### config.mk
export PLATFORM = sky130hd
export DESIGN_NAME = port_zero_pin_mux_gpio
export DESIGN_NICKNAME = d
export VERILOG_FILES = /design/src/rtl/port_zero_pkg.sv /design/src/rtl/port_zero_pin_mux_gpio.sv
export VERILOG_INCLUDE_DIRS = /design/src /design/src/rtl
export SDC_FILE = /design/constraint.sdc
export NUM_CORES = 1
export LEC_CHECK = 0
export BUFFER_PORTS_ARGS = -buffer_cell sky130_fd_sc_hd__buf_2
export CAP_MARGIN = 25
export CORE_AREA = 5 5 80 82
export CTS_CLUSTER_DIAMETER = 200
export CTS_CLUSTER_SIZE = 8
export DETAILED_ROUTE_END_ITERATION = 7
export DIE_AREA = 0 0 85 87
export GPL_TIMING_DRIVEN = 0
export PLACE_DENSITY = 0.77
export REMOVE_ABC_BUFFERS = 1
export SLEW_MARGIN = 20
export SYNTH_ARGS = -nofsm -noshare
export SYNTH_HDL_FRONTEND = slang
export SYNTH_SLANG_ARGS = --single-unit
### constraint.sdc
create_clock -name core_clk_i -period 2.74 [get_ports core_clk_i]
set_clock_uncertainty 0.05 [all_clocks]
set_input_delay 0.137 -clock core_clk_i [delete_from_list [all_inputs] [get_ports core_clk_i]]
set_output_delay 0.137 -clock core_clk_i [all_outputs]
set_load 0.02 [all_outputs]
### src/rtl/port_zero_regs.svh
// Purpose: Offsets, reset values and field positions of the port zero block.
// Assumes: Special-function bus with 8-bit addresses and 8-bit data.
// Notes: Included by the port module and the property checks.
`ifndef PORT_ZERO_REGS_SVH
`define PORT_ZERO_REGS_SVH
`define PZ_DATA_ADDR 8'h80
`define PZ_DIR_ADDR 8'h94
`define PZ_ALT_ADDR 8'h95
`define PZ_DATA_RESET 8'hff
`define PZ_DIR_RESET 8'hff
`define PZ_ALT_RESET 8'h00
`define PZ_SPI_ROUTE_PORT 2'h1
`define PZ_BIT_BOOT 0
`define PZ_BIT_RX 1
`define PZ_BIT_TX 2
`define PZ_BIT_INT_A 3
`define PZ_BIT_INT_B 4
`define PZ_BIT_TMR0 5
`define PZ_BIT_TMR1 6
`define PZ_BIT_PWM 7
`endif

### src/rtl/port_zero_pkg.sv
// Purpose: Types shared by the port zero block.
// Assumes: Nothing beyond the register header.
// Notes: Holds the packed state of the port module.
package port_zero_pkg;
	typedef logic [7:0] byte_t;
	typedef struct packed {
		byte_t data_r;
		byte_t dir_r;
		byte_t alt_r;
		byte_t pin_meta_r;
		byte_t pin_sync_r;
		logic [2:0] p1_meta_r;
		logic [2:0] p1_sync_r;
		byte_t rdata_r;
	} state_t;
endpackage : port_zero_pkg

### src/rtl/port_zero_pin_mux_gpio.sv
// Purpose: Port zero pin multiplexer with GPIO, plus SPI steering of port one.
// Assumes: Special-function bus on the CPU clock; pins are asynchronous.
// Notes: Output enable high means the block drives the pin.
// Functional notes
// All pins are inputs while reset is asserted, clock or not.
// After reset pins stay inputs until software writes direction or select.
// Alternate-select bit outranks the direction bit.
// With alternate selected, direction follows the selected peripheral.
// UART receive pin direction still follows direction bit 1.
// Interrupt inputs reach interrupt logic only when select bit 3 or 4 set.
// With alternate clear, pin is GPIO with direction from direction bit.
// Direction bit 0 means output, 1 means input.
// Bit 0 is always GPIO, the boot memory select.
// Bits 1..7: rx, tx out, int a, int b, timer 0, timer 1, PWM out.
// Data, direction, select registers at 0x80, 0x94, 0x95.
// Data bit 7 drives the highest pin, bit 0 the lowest.
// SPI route 01 turns port one into SPI data-in, clock, data-out.
// GPIO outputs drive the data bit; input reads return the pin level.
`include "port_zero_regs.svh"
`timescale 1ns/1ps
`default_nettype none
module port_zero_pin_mux_gpio
	import port_zero_pkg::*;
(
	// Clock and reset
	input wire logic core_clk_i,
	input wire logic reset_i,
	// Special-function register bus
	input wire logic [7:0] sfr_addr_i,
	input wire logic sfr_wr_i,
	input wire logic sfr_rd_i,
	input wire port_zero_pkg::byte_t sfr_wdata_i,
	output logic [7:0] sfr_rdata_o,
	output logic sfr_hit_o,
	// Port zero pins, bit 0 lowest pin
	input wire port_zero_pkg::byte_t port_zero_pin_i,
	output port_zero_pkg::byte_t port_zero_pin_o,
	output port_zero_pkg::byte_t port_zero_pin_oe_o,
	// Peripheral side of the alternate functions
	input wire logic uart_tx_i,
	input wire logic uart_rx_out_i,
	input wire logic pwm_i,
	output logic uart_rx_o,
	output logic external_interrupt_a_o,
	output logic external_interrupt_b_o,
	output logic timer_zero_count_in_o,
	output logic timer_one_count_in_o,
	// Port one SPI steering
	input wire logic [1:0] spi_route_i,
	input wire logic spi_clk_i,
	input wire logic spi_data_out_i,
	input wire port_zero_pkg::byte_t port_one_gpio_out_i,
	input wire port_zero_pkg::byte_t port_one_gpio_oe_i,
	input wire logic [2:0] port_one_pin_i,
	output logic [2:0] port_one_pin_o,
	output logic [2:0] port_one_pin_oe_o,
	output logic [2:0] port_one_level_o,
	output logic spi_data_in_o
);
	import port_zero_pkg::*;

	state_t s_r;
	state_t s_nxt;
	byte_t oe;
	byte_t dout;
	logic spi_on;

	always_comb
	begin
		s_nxt = s_r;
		s_nxt.pin_meta_r = port_zero_pin_i;
		s_nxt.pin_sync_r = s_r.pin_meta_r;
		s_nxt.p1_meta_r = port_one_pin_i;
		s_nxt.p1_sync_r = s_r.p1_meta_r;
		if (sfr_wr_i)
		begin
			unique case (sfr_addr_i)
				`PZ_DATA_ADDR: s_nxt.data_r = sfr_wdata_i;
				`PZ_DIR_ADDR: s_nxt.dir_r = sfr_wdata_i;
				`PZ_ALT_ADDR: s_nxt.alt_r = sfr_wdata_i;
				default: s_nxt.rdata_r = s_r.rdata_r;
			endcase
		end
		if (sfr_rd_i)
		begin
			unique case (sfr_addr_i)
				`PZ_DATA_ADDR: s_nxt.rdata_r = (s_r.data_r & ~oe) | (s_r.pin_sync_r & ~oe)
					| (s_r.data_r & oe);
				`PZ_DIR_ADDR: s_nxt.rdata_r = s_r.dir_r;
				`PZ_ALT_ADDR: s_nxt.rdata_r = s_r.alt_r;
				default: s_nxt.rdata_r = 8'h00;
			endcase
			if (sfr_addr_i == `PZ_DATA_ADDR)
				s_nxt.rdata_r = (s_r.pin_sync_r & ~oe) | (s_r.data_r & oe);
		end
	end

	always_ff @(posedge core_clk_i or posedge reset_i)
	begin
		if (reset_i)
		begin
			s_r <= '0;
			s_r.data_r <= `PZ_DATA_RESET;
			s_r.dir_r <= `PZ_DIR_RESET;
			s_r.alt_r <= `PZ_ALT_RESET;
		end
		else
			s_r <= s_nxt;
	end

	// Output enables and output data per pin; select outranks direction except on the receive pin, bit 1.
	always_comb
	begin
		for (int i = 0; i < 8; i++)
		begin
			oe[i] = ~s_r.dir_r[i];
			dout[i] = s_r.data_r[i];
		end
		if (s_r.alt_r[`PZ_BIT_RX])
		begin
			oe[`PZ_BIT_RX] = ~s_r.dir_r[`PZ_BIT_RX];
			dout[`PZ_BIT_RX] = uart_rx_out_i;
		end
		if (s_r.alt_r[`PZ_BIT_TX])
		begin
			oe[`PZ_BIT_TX] = 1'b1;
			dout[`PZ_BIT_TX] = uart_tx_i;
		end
		if (s_r.alt_r[`PZ_BIT_INT_A])
			oe[`PZ_BIT_INT_A] = 1'b0;
		if (s_r.alt_r[`PZ_BIT_INT_B])
			oe[`PZ_BIT_INT_B] = 1'b0;
		if (s_r.alt_r[`PZ_BIT_TMR0])
			oe[`PZ_BIT_TMR0] = 1'b0;
		if (s_r.alt_r[`PZ_BIT_TMR1])
			oe[`PZ_BIT_TMR1] = 1'b0;
		if (s_r.alt_r[`PZ_BIT_PWM])
		begin
			oe[`PZ_BIT_PWM] = 1'b1;
			dout[`PZ_BIT_PWM] = pwm_i;
		end
	end
	// Bit 0 is untouched by the select register above.

	// Reset forces every pin to input even without a clock edge.
	assign port_zero_pin_oe_o = reset_i ? 8'h00 : oe;
	assign port_zero_pin_o = dout;
	assign sfr_rdata_o = s_r.rdata_r;
	assign sfr_hit_o = (sfr_addr_i == `PZ_DATA_ADDR) || (sfr_addr_i == `PZ_DIR_ADDR)
		|| (sfr_addr_i == `PZ_ALT_ADDR);

	// Interrupts idle high when not selected, as they are active low.
	assign external_interrupt_a_o = s_r.alt_r[`PZ_BIT_INT_A] ? s_r.pin_sync_r[`PZ_BIT_INT_A] : 1'b1;
	assign external_interrupt_b_o = s_r.alt_r[`PZ_BIT_INT_B] ? s_r.pin_sync_r[`PZ_BIT_INT_B] : 1'b1;
	assign uart_rx_o = s_r.alt_r[`PZ_BIT_RX] ? s_r.pin_sync_r[`PZ_BIT_RX] : 1'b1;
	assign timer_zero_count_in_o = s_r.alt_r[`PZ_BIT_TMR0] & s_r.pin_sync_r[`PZ_BIT_TMR0];
	assign timer_one_count_in_o = s_r.alt_r[`PZ_BIT_TMR1] & s_r.pin_sync_r[`PZ_BIT_TMR1];

	// Port one: pin 0 clock, pin 1 data out, pin 2 data in under SPI routing.
	assign spi_on = (spi_route_i == `PZ_SPI_ROUTE_PORT);
	assign port_one_pin_o = spi_on ? {1'b0, spi_data_out_i, spi_clk_i}
		: port_one_gpio_out_i[2:0];
	assign port_one_pin_oe_o = reset_i ? 3'h0 : (spi_on ? 3'h3
		: {1'b0, port_one_gpio_oe_i[1:0]});
	assign port_one_level_o = s_r.p1_sync_r;
	assign spi_data_in_o = s_r.p1_sync_r[2];
endmodule : port_zero_pin_mux_gpio
`default_nettype wire

==> results of run 1 <==
[registers in the layout (all words and copies together), names as in the netlist]
name / cells
port_one_level_o: 3
port_zero_pin_o: 5
s_nxt: 11
s_r: 27
sfr_rdata_o: 8
[cell usage in the layout (no fill, tap or decap), types with 2 or more instances in the layout]
cell           synthesis  final
buf_2                  1     81
dfrtp_1               38     38
mux2_2                29     29
dfstp_2               16     16
nor2_1                11     11
dlygate4sd3_1          0     11
mux2i_1                8      8
a32oi_1                8      8
o21ai_0                8      8
mux2_4                 8      8
nor3_1                 6      6
clkbuf_8               0      6
nand2b_1               4      4
nor2b_1                3      3
and2_1                 3      3
nand3_2                2      2
[synthesized netlist by cell type (3+ instances only)]
cell type / instances
nor2_1: 11
mux2_4: 8
and2_1: 3
o21ai_0: 8
nand2b_1: 4
dfstp_2: 16
dfrtp_1: 38
buf_4: 17
nor3_1: 6
a32oi_1: 8
nor2b_1: 3
mux2i_1: 8
mux2_2: 29
[stage by stage]
stage               std cells  power [W]  cell area (sq um)
floorplan                 156  0.0009811               2265
global placement          312   0.001057               2764
detailed placement        312   0.001064               2773
CTS                       331   0.001531               2974
global route              331   0.001576               2974
finish                    331   0.001509               2974
[path summary, 6_finish.rpt]
kind                                     start              to  slack (ns)  depth (start not counted)
min in group core_clk_i         sfr_wdata_i[5]         s_r[43]        0.04                          2
worst max register to register         s_r[45]  sfr_rdata_o[7]        1.47                          3
worst max-delay path             sfr_addr_i[6]         s_r[39]        1.11                          4
max in group asynchronous              reset_i         s_r[32]        2.22                          2
worst min-delay path                   reset_i       s_nxt[20]      -0.006                          2
worst min register to register       s_nxt[21]         s_r[21]        0.30                          0
[layer usage]
layer  global-route usage [%]  vias to the layer above
met3                    4.352                        4
met2                    24.29                       55
met5                        0                        -
met1                    17.87                      808
met4                    4.460                        0
li1                         -                      771
[final cells by class]
cell class | instances | area, sq um | area share (%)
Sequential cell | 54 | 1371 | 46.11
Multi-Input combinational cell | 100 | 892.1 | 30.00
Timing Repair Buffer | 92 | 515.5 | 17.33
Tap cell | 75 | 93.84 | 3.155
Clock buffer | 7 | 86.33 | 2.903
Inverter | 2 | 10.01 | 0.3366
Clock inverter | 1 | 5.005 | 0.1683
[power by group through the flow]
stage | combinational (W) | sequential (W) | clock (W)
final | 0.000198 | 0.000860 | 0.000451
after global placement | 0.000184 | 0.000873 | 0
after detailed placement | 0.000189 | 0.000875 | 0
after floorplan | 0.000103 | 0.000878 | 0
after global routing | 0.000218 | 0.000865 | 0.000493
after CTS | 0.000201 | 0.000861 | 0.000469
[cell families (layout without fill, tap and decap cells)]
kind of cell / Yosys count / in the layout / share of synthesized area [%]
buf+inv: 24 / 102 / 7.010
simple gates: 37 / 37 / 9.896
mux: 45 / 45 / 21.70
compound gates: 17 / 17 / 4.742
other cells: 1 / 1 / 0.1545
flops: 54 / 54 / 56.49
[worst reg2reg max path, cell delays in order (launching register included)]
cell,delay (ns)
dfstp_2,0.56
nor2b_1,0.21
mux2i_1,0.23
o21ai_0,0.09
[repair_timing]
item,4_1_cts,5_1_grt
endpoints found under the hold margin,11,0
setup endpoints to repair,0,0
hold buffers,11,0
==> results by group, run 1 <==
Power
  • Pwr Density: 507.3 nW/um^2
  • Clock power share: 29.9%
  • Psw: 0.0003721 W
  • Combinational power share: 13.1%
  • Leakage: 1.448 nW
  • Switch share: 24.66%
  • Worst vdd ir: 0.2580 mV
  • Reg power frac: 57.0%
  • Int Pwr: 0.001137 W

Clocking
  • Clock sinks: 54
  • Post-cts gate resize count: 0
  • CTS H-Tree Depth: 2
  • Root buf cell: clkbuf_8
  • Cts bufs inserted: 5
  • Clock buffer depth: 2
  • CTS tree: done
  • Clk_lat worst skew: 0.30 ns
  • Buffer count from post-CTS setup fixing: 0
  • Register clock-pin slew on the reported worst setup and hold paths: 0.09 ns

Synthesis
  • Count of cell types in the netlist: 29
  • Number of synthesized flops with an enable pin: 0
  • Ys Warns: 0
  • FFs w/ async S/R, synth: 100.0%
  • Synth area leader: dfrtp_1
  • Top FF cell, synth: dfrtp_1
  • Synth area leaders: dfrtp_1 39%, dfstp_2 17%, mux2_2 13%, buf_4 5.3%, mux2_4 4.9%
  • Register bit total from synthesis: 54
  • Avg Cell Area, Syn: 13.64 sq um
  • Register area share after synthesis: 56.49%
  • Synth Instances: 178
  • Synthesized cell area: 2427 sq um
  • Share of the synthesized area in the top cell type: 39.18%

Detailed routing
  • Drt first-iter violations: 68
  • Drc violations: 0
  • Routed Antenna Nets: 0
  • Final WL: 5.182 mm
  • TritonRoute pass-1 iters: 4
  • Metal3 WL: 453 um
  • Met2 wire len: 2.566 mm
  • Top layer in use: met4
  • DR vias: 1638
  • Vias/cell: 4.949
  • Wirelength per Cell: 15.66 um
  • Metal1 wirelength: 2.106 mm

Timing
  • Slew HR: 35.46%
  • Max Slew Vio Count: 0
  • Hold WS: -0.005559 ns
  • Final Hold Violating Endpoints: 5
  • F_max: 615.2 MHz
  • Fin crit share: 59.32%
  • Unrepaired setup endpoints after global routing: no
  • Setup Viol. Count Final: 0
  • Final Critical Period: 1.625 ns
  • Worst setup margin: 1.115 ns
  • Fin Setup TNS: 0 ns
  • Slew at the pin closest to its max-slew limit: 0.9544 ns

Worst setup path
  • Crit path required time: 2.92 ns
  • CP peak stage delay: 0.64 ns
  • Crit end category: flop
  • Critical path launch point type: input pin
  • CP bufs+invs: 1
  • Worst path slowest cell: and3b_1
  • Critical path class: input pin to flop
  • CP delay by family, top: simple AND/OR/NAND/NOR gates
  • Worst-path cell chain: buf_2, and4bb_1, and3b_1, mux2_4
  • CP max FO: 10
  • WP data arrival: 1.81 ns

Placement
  • Dpl hpwl: 3.593 mm
  • I/O Buffers: 81
  • Dpl ws: 0.7977 ns
  • RD Place Congestion: 0.8039

Global route
  • First-pass GRT wire length: 8.307 mm
  • Pin count of the biggest net entering global routing: 56
  • GR Overflow Total: 0
  • Vias in the first global route: 1690
  • Initial antenna violation count: 0
  • Total GRT Usage: 14.43%

Die
  • IO Count: 94
  • Core Area: 5675 sq um
  • DIE AREA: 7395 sq um
  • Die height: 87 um
  • Initial Util: 42.77%
  • Die Span X: 85 um
  • Site Rows: 28

Cells and area
  • # nets final: 309
  • Area growth, synth to finish: 22.53%
  • Fillers: 533
  • Share of post-route cells with drive strength above 1: 58.20%
  • Ant diodes: 0
  • Post-layout util: 52.40%

Worst hold path
  • HP Class: input pin to async pin

Status
  • Failing checks: negative hold slack
  • Outcome: finished, violations left

Flow run
  • Max cap viols: 0
(Power assumes the default switching activity.)
==> run 2: changes to the inputs <==
==> constraint.sdc (replaced) <==
create_clock -name core_clk_i -period 1.5 [get_ports core_clk_i]
set_clock_uncertainty 0.05 [all_clocks]
set_input_delay 0.075 -clock core_clk_i [delete_from_list [all_inputs] [get_ports core_clk_i]]
set_output_delay 0.075 -clock core_clk_i [all_outputs]
set_load 0.02 [all_outputs]
==> results by group, run 2 (synthesis results as in run 1) <==
Clocking
  • Clk_lat worst skew: 0.30 ns (about the same)
  • Buffer count from post-CTS setup fixing: 0 (unchanged)
  • CTS H-Tree Depth: 2 (unchanged)
  • Register clock-pin slew on the reported worst setup and hold paths: 0.09 ns (about the same)
  • Clock buffer depth: 2 (unchanged)
  • CTS tree: done (unchanged)
  • Clock sinks: 54 (unchanged)
  • Cts bufs inserted: 5 (unchanged)
  • Root buf cell: clkbuf_8 (unchanged)

Worst setup path
  • Worst Setup EP: s_r[40] (was s_r[39])
  • RR Startpoint: s_r[45] (unchanged)
  • Crit path required time: 1.68 ns (was 2.92 ns)
  • FF-to-FF setup slack: 0.29 ns (was 1.47 ns)
  • CP max FO: 10 (unchanged)
  • Critical path class: input pin to flop (unchanged)
  • Crit end category: flop (unchanged)
  • Reg2reg path depth: 3 (unchanged)
  • R2r endpoint: sfr_rdata_o[7] (unchanged)
  • Setup crit start: sfr_addr_i[6] (unchanged)
  • Critical path launch point type: input pin (unchanged)
  • WP data arrival: 1.59 ns (was 1.81 ns)

Die
  • Initial Util: 42.77% (unchanged)
  • Core Area: 5675 sq um (unchanged)
  • Site Rows: 28 (unchanged)
  • Die Span X: 85 um (unchanged)
  • DIE AREA: 7395 sq um (unchanged)
  • Die height: 87 um (unchanged)
  • IO Count: 94 (unchanged)

Global route
  • Total GRT Usage: 14.67% (was 14.43%)
  • First-pass GRT wire length: 8.459 mm (was 8.307 mm)
  • Initial antenna violation count: 0 (unchanged)
  • Vias in the first global route: 1711 (was 1690)
  • Pin count of the biggest net entering global routing: 56 (unchanged)
  • GR Overflow Total: 0 (unchanged)

Placement
  • RD Place Congestion: 0.8039 (unchanged)
  • Dpl hpwl: 3.593 mm (unchanged)
  • Dpl ws: -0.3803 ns (was 0.7977 ns)
  • I/O Buffers: 81 (unchanged)
  • Dpl cells: 312 (unchanged)
  • Area post-placement: 2773 sq um (unchanged)

Timing
  • Final Critical Period: 1.413 ns
  • Unrepaired setup endpoints after global routing: no (unchanged)
  • Final Hold Violating Endpoints: 38 (was 5)
  • Slew at the pin closest to its max-slew limit: 0.9725 ns (was 0.9544 ns)
  • F_max: 707.6 MHz
  • Hold WS: -0.06474 ns (was -0.005559 ns)
  • Setup Viol. Count Final: 0 (unchanged)
  • Max Slew Vio Count: 0 (unchanged)
  • Fin crit share: 94.21%
  • Worst setup margin: 0.08680 ns (was 1.115 ns)
  • Slew HR: 34.24% (was 35.46%)

Detailed routing
  • DR vias: 1678 (was 1638)
  • TritonRoute pass-1 iters: 4 (unchanged)
  • Vias/cell: 4.950 (was 4.949)
  • Drt first-iter violations: 63 (was 68)
  • Wirelength per Cell: 15.41 um (was 15.66 um)
  • Final WL: 5.225 mm (was 5.182 mm)
  • Routed Antenna Nets: 0 (unchanged)
  • Drc violations: 0 (unchanged)

Flow run
  • Max cap viols: 0 (unchanged)

Power
  • Worst vdd ir: 0.4753 mV (was 0.2580 mV)
  • Leakage: 1.481 nW (was 1.448 nW)
  • Pwr Density: 905.5 nW/um^2 (was 507.3 nW/um^2)

Cells and area
  • Design area: 3058 sq um (was 2974 sq um)
  • Biggest register: s_r (unchanged)
  • # nets final: 317 (was 309)
  • Post-Layout Cell Count: 339 (was 331)
  • Ant diodes: 0 (unchanged)
  • Area growth, synth to finish: 25.98% (was 22.53%)
  • Commonest non-fill, non-tap cells in the layout: 81 x buf_2, 38 x dfrtp_1, 29 x mux2_2, 19 x dlygate4sd3_1, 16 x dfstp_2 (was 81 x buf_2, 38 x dfrtp_1, 29 x mux2_2, 16 x dfstp_2)
  • Most common cell after layout, fill and taps aside: buf_2 (unchanged)
  • Post-layout util: 53.88% (was 52.40%)
  • Max FFs per register: 27 (unchanged)
  • Share of post-route cells with drive strength above 1: 57.20% (was 58.20%)

Status
  • Failing checks: negative hold slack (unchanged)
  • Outcome: finished, violations left (unchanged)

Worst hold path
  • HP Class: input pin to async pin (unchanged)
## run 2: cell types whose count changed in the layout (fill, tap and decap cells not counted)
cell	change
and3b_2	+1
nor2b_2	+1
and3b_1	-1
dlygate4sd3_1	+8
nor2b_1	-1
## run 2: stage by stage
stage | setup TNS, ns | power (W)
5_1_grt | 0 | 0.002895
4_1_cts | 0 | 0.002812
6_report | 0 | 0.002769
3_5_place_dp | -4.115 | 0.001944
3_3_place_gp | -40.11 | 0.001931
2_1_floorplan | -0.1940 | 0.001792
## run 2: final cells by class
class,instances,area [sq um]
inverter,2,10.01
fill,526,2618
tap,75,93.84
multi-input combinational,100,895.9
clock inverter,1,5.005
timing repair buffer,100,595.6
clock buffer,7,86.33
sequential,54,1371
## run 2: timing repair
| action | in CTS | in global routing |
|---|---|---|
| hold buffers | 19 | 0 |
| resized for setup | 1 | 1 |
| setup endpoints to repair | 8 | 1 |
| hold endpoints to repair | 73 | 0 |
## run 2: worst max-delay path, cell delays in order
cell and delay (ns):
buf_2 0.12, and4bb_1 0.56, and3b_2 0.50, mux2_4 0.34
## run 2: worst min path at each step
| stage | cells after the start | to | startpoint |
|---|---|---|---|
| 4_1_cts | 2 | s_r[20] | reset_i |
| 3_5_place_dp | 1 | s_nxt[18] | port_zero_pin_i[4] |
| 5_1_grt | 2 | s_r[20] | reset_i |
| 3_3_place_gp | 1 | s_nxt[18] | port_zero_pin_i[4] |
| 6_report | 2 | s_nxt[20] | reset_i |
| 2_1_floorplan | 0 | s_nxt[10] | port_one_pin_i[2] |
## run 2: power by group
group	leakage, nW	switching, W	internal [W]
Combinational	0.789	0.000195	0.000184
Sequential	0.644	0.0000379	0.00153
Clock	0.0482	0.000446	0.000373
Total	1.48	0.000679	0.00209
## run 2: per-layer routing
| metal | routed length (um) | vias to the layer above | track usage (%) |
|---|---|---|---|
| met1 | 2149 | 829 | 18.48 |
| met2 | 2616 | 52 | 24.44 |
| met3 | 381 | 8 | 4.352 |
| met5 | 0 | - | 0 |
| met4 | 78 | 0 | 4.460 |
| li1 | - | 789 | - |
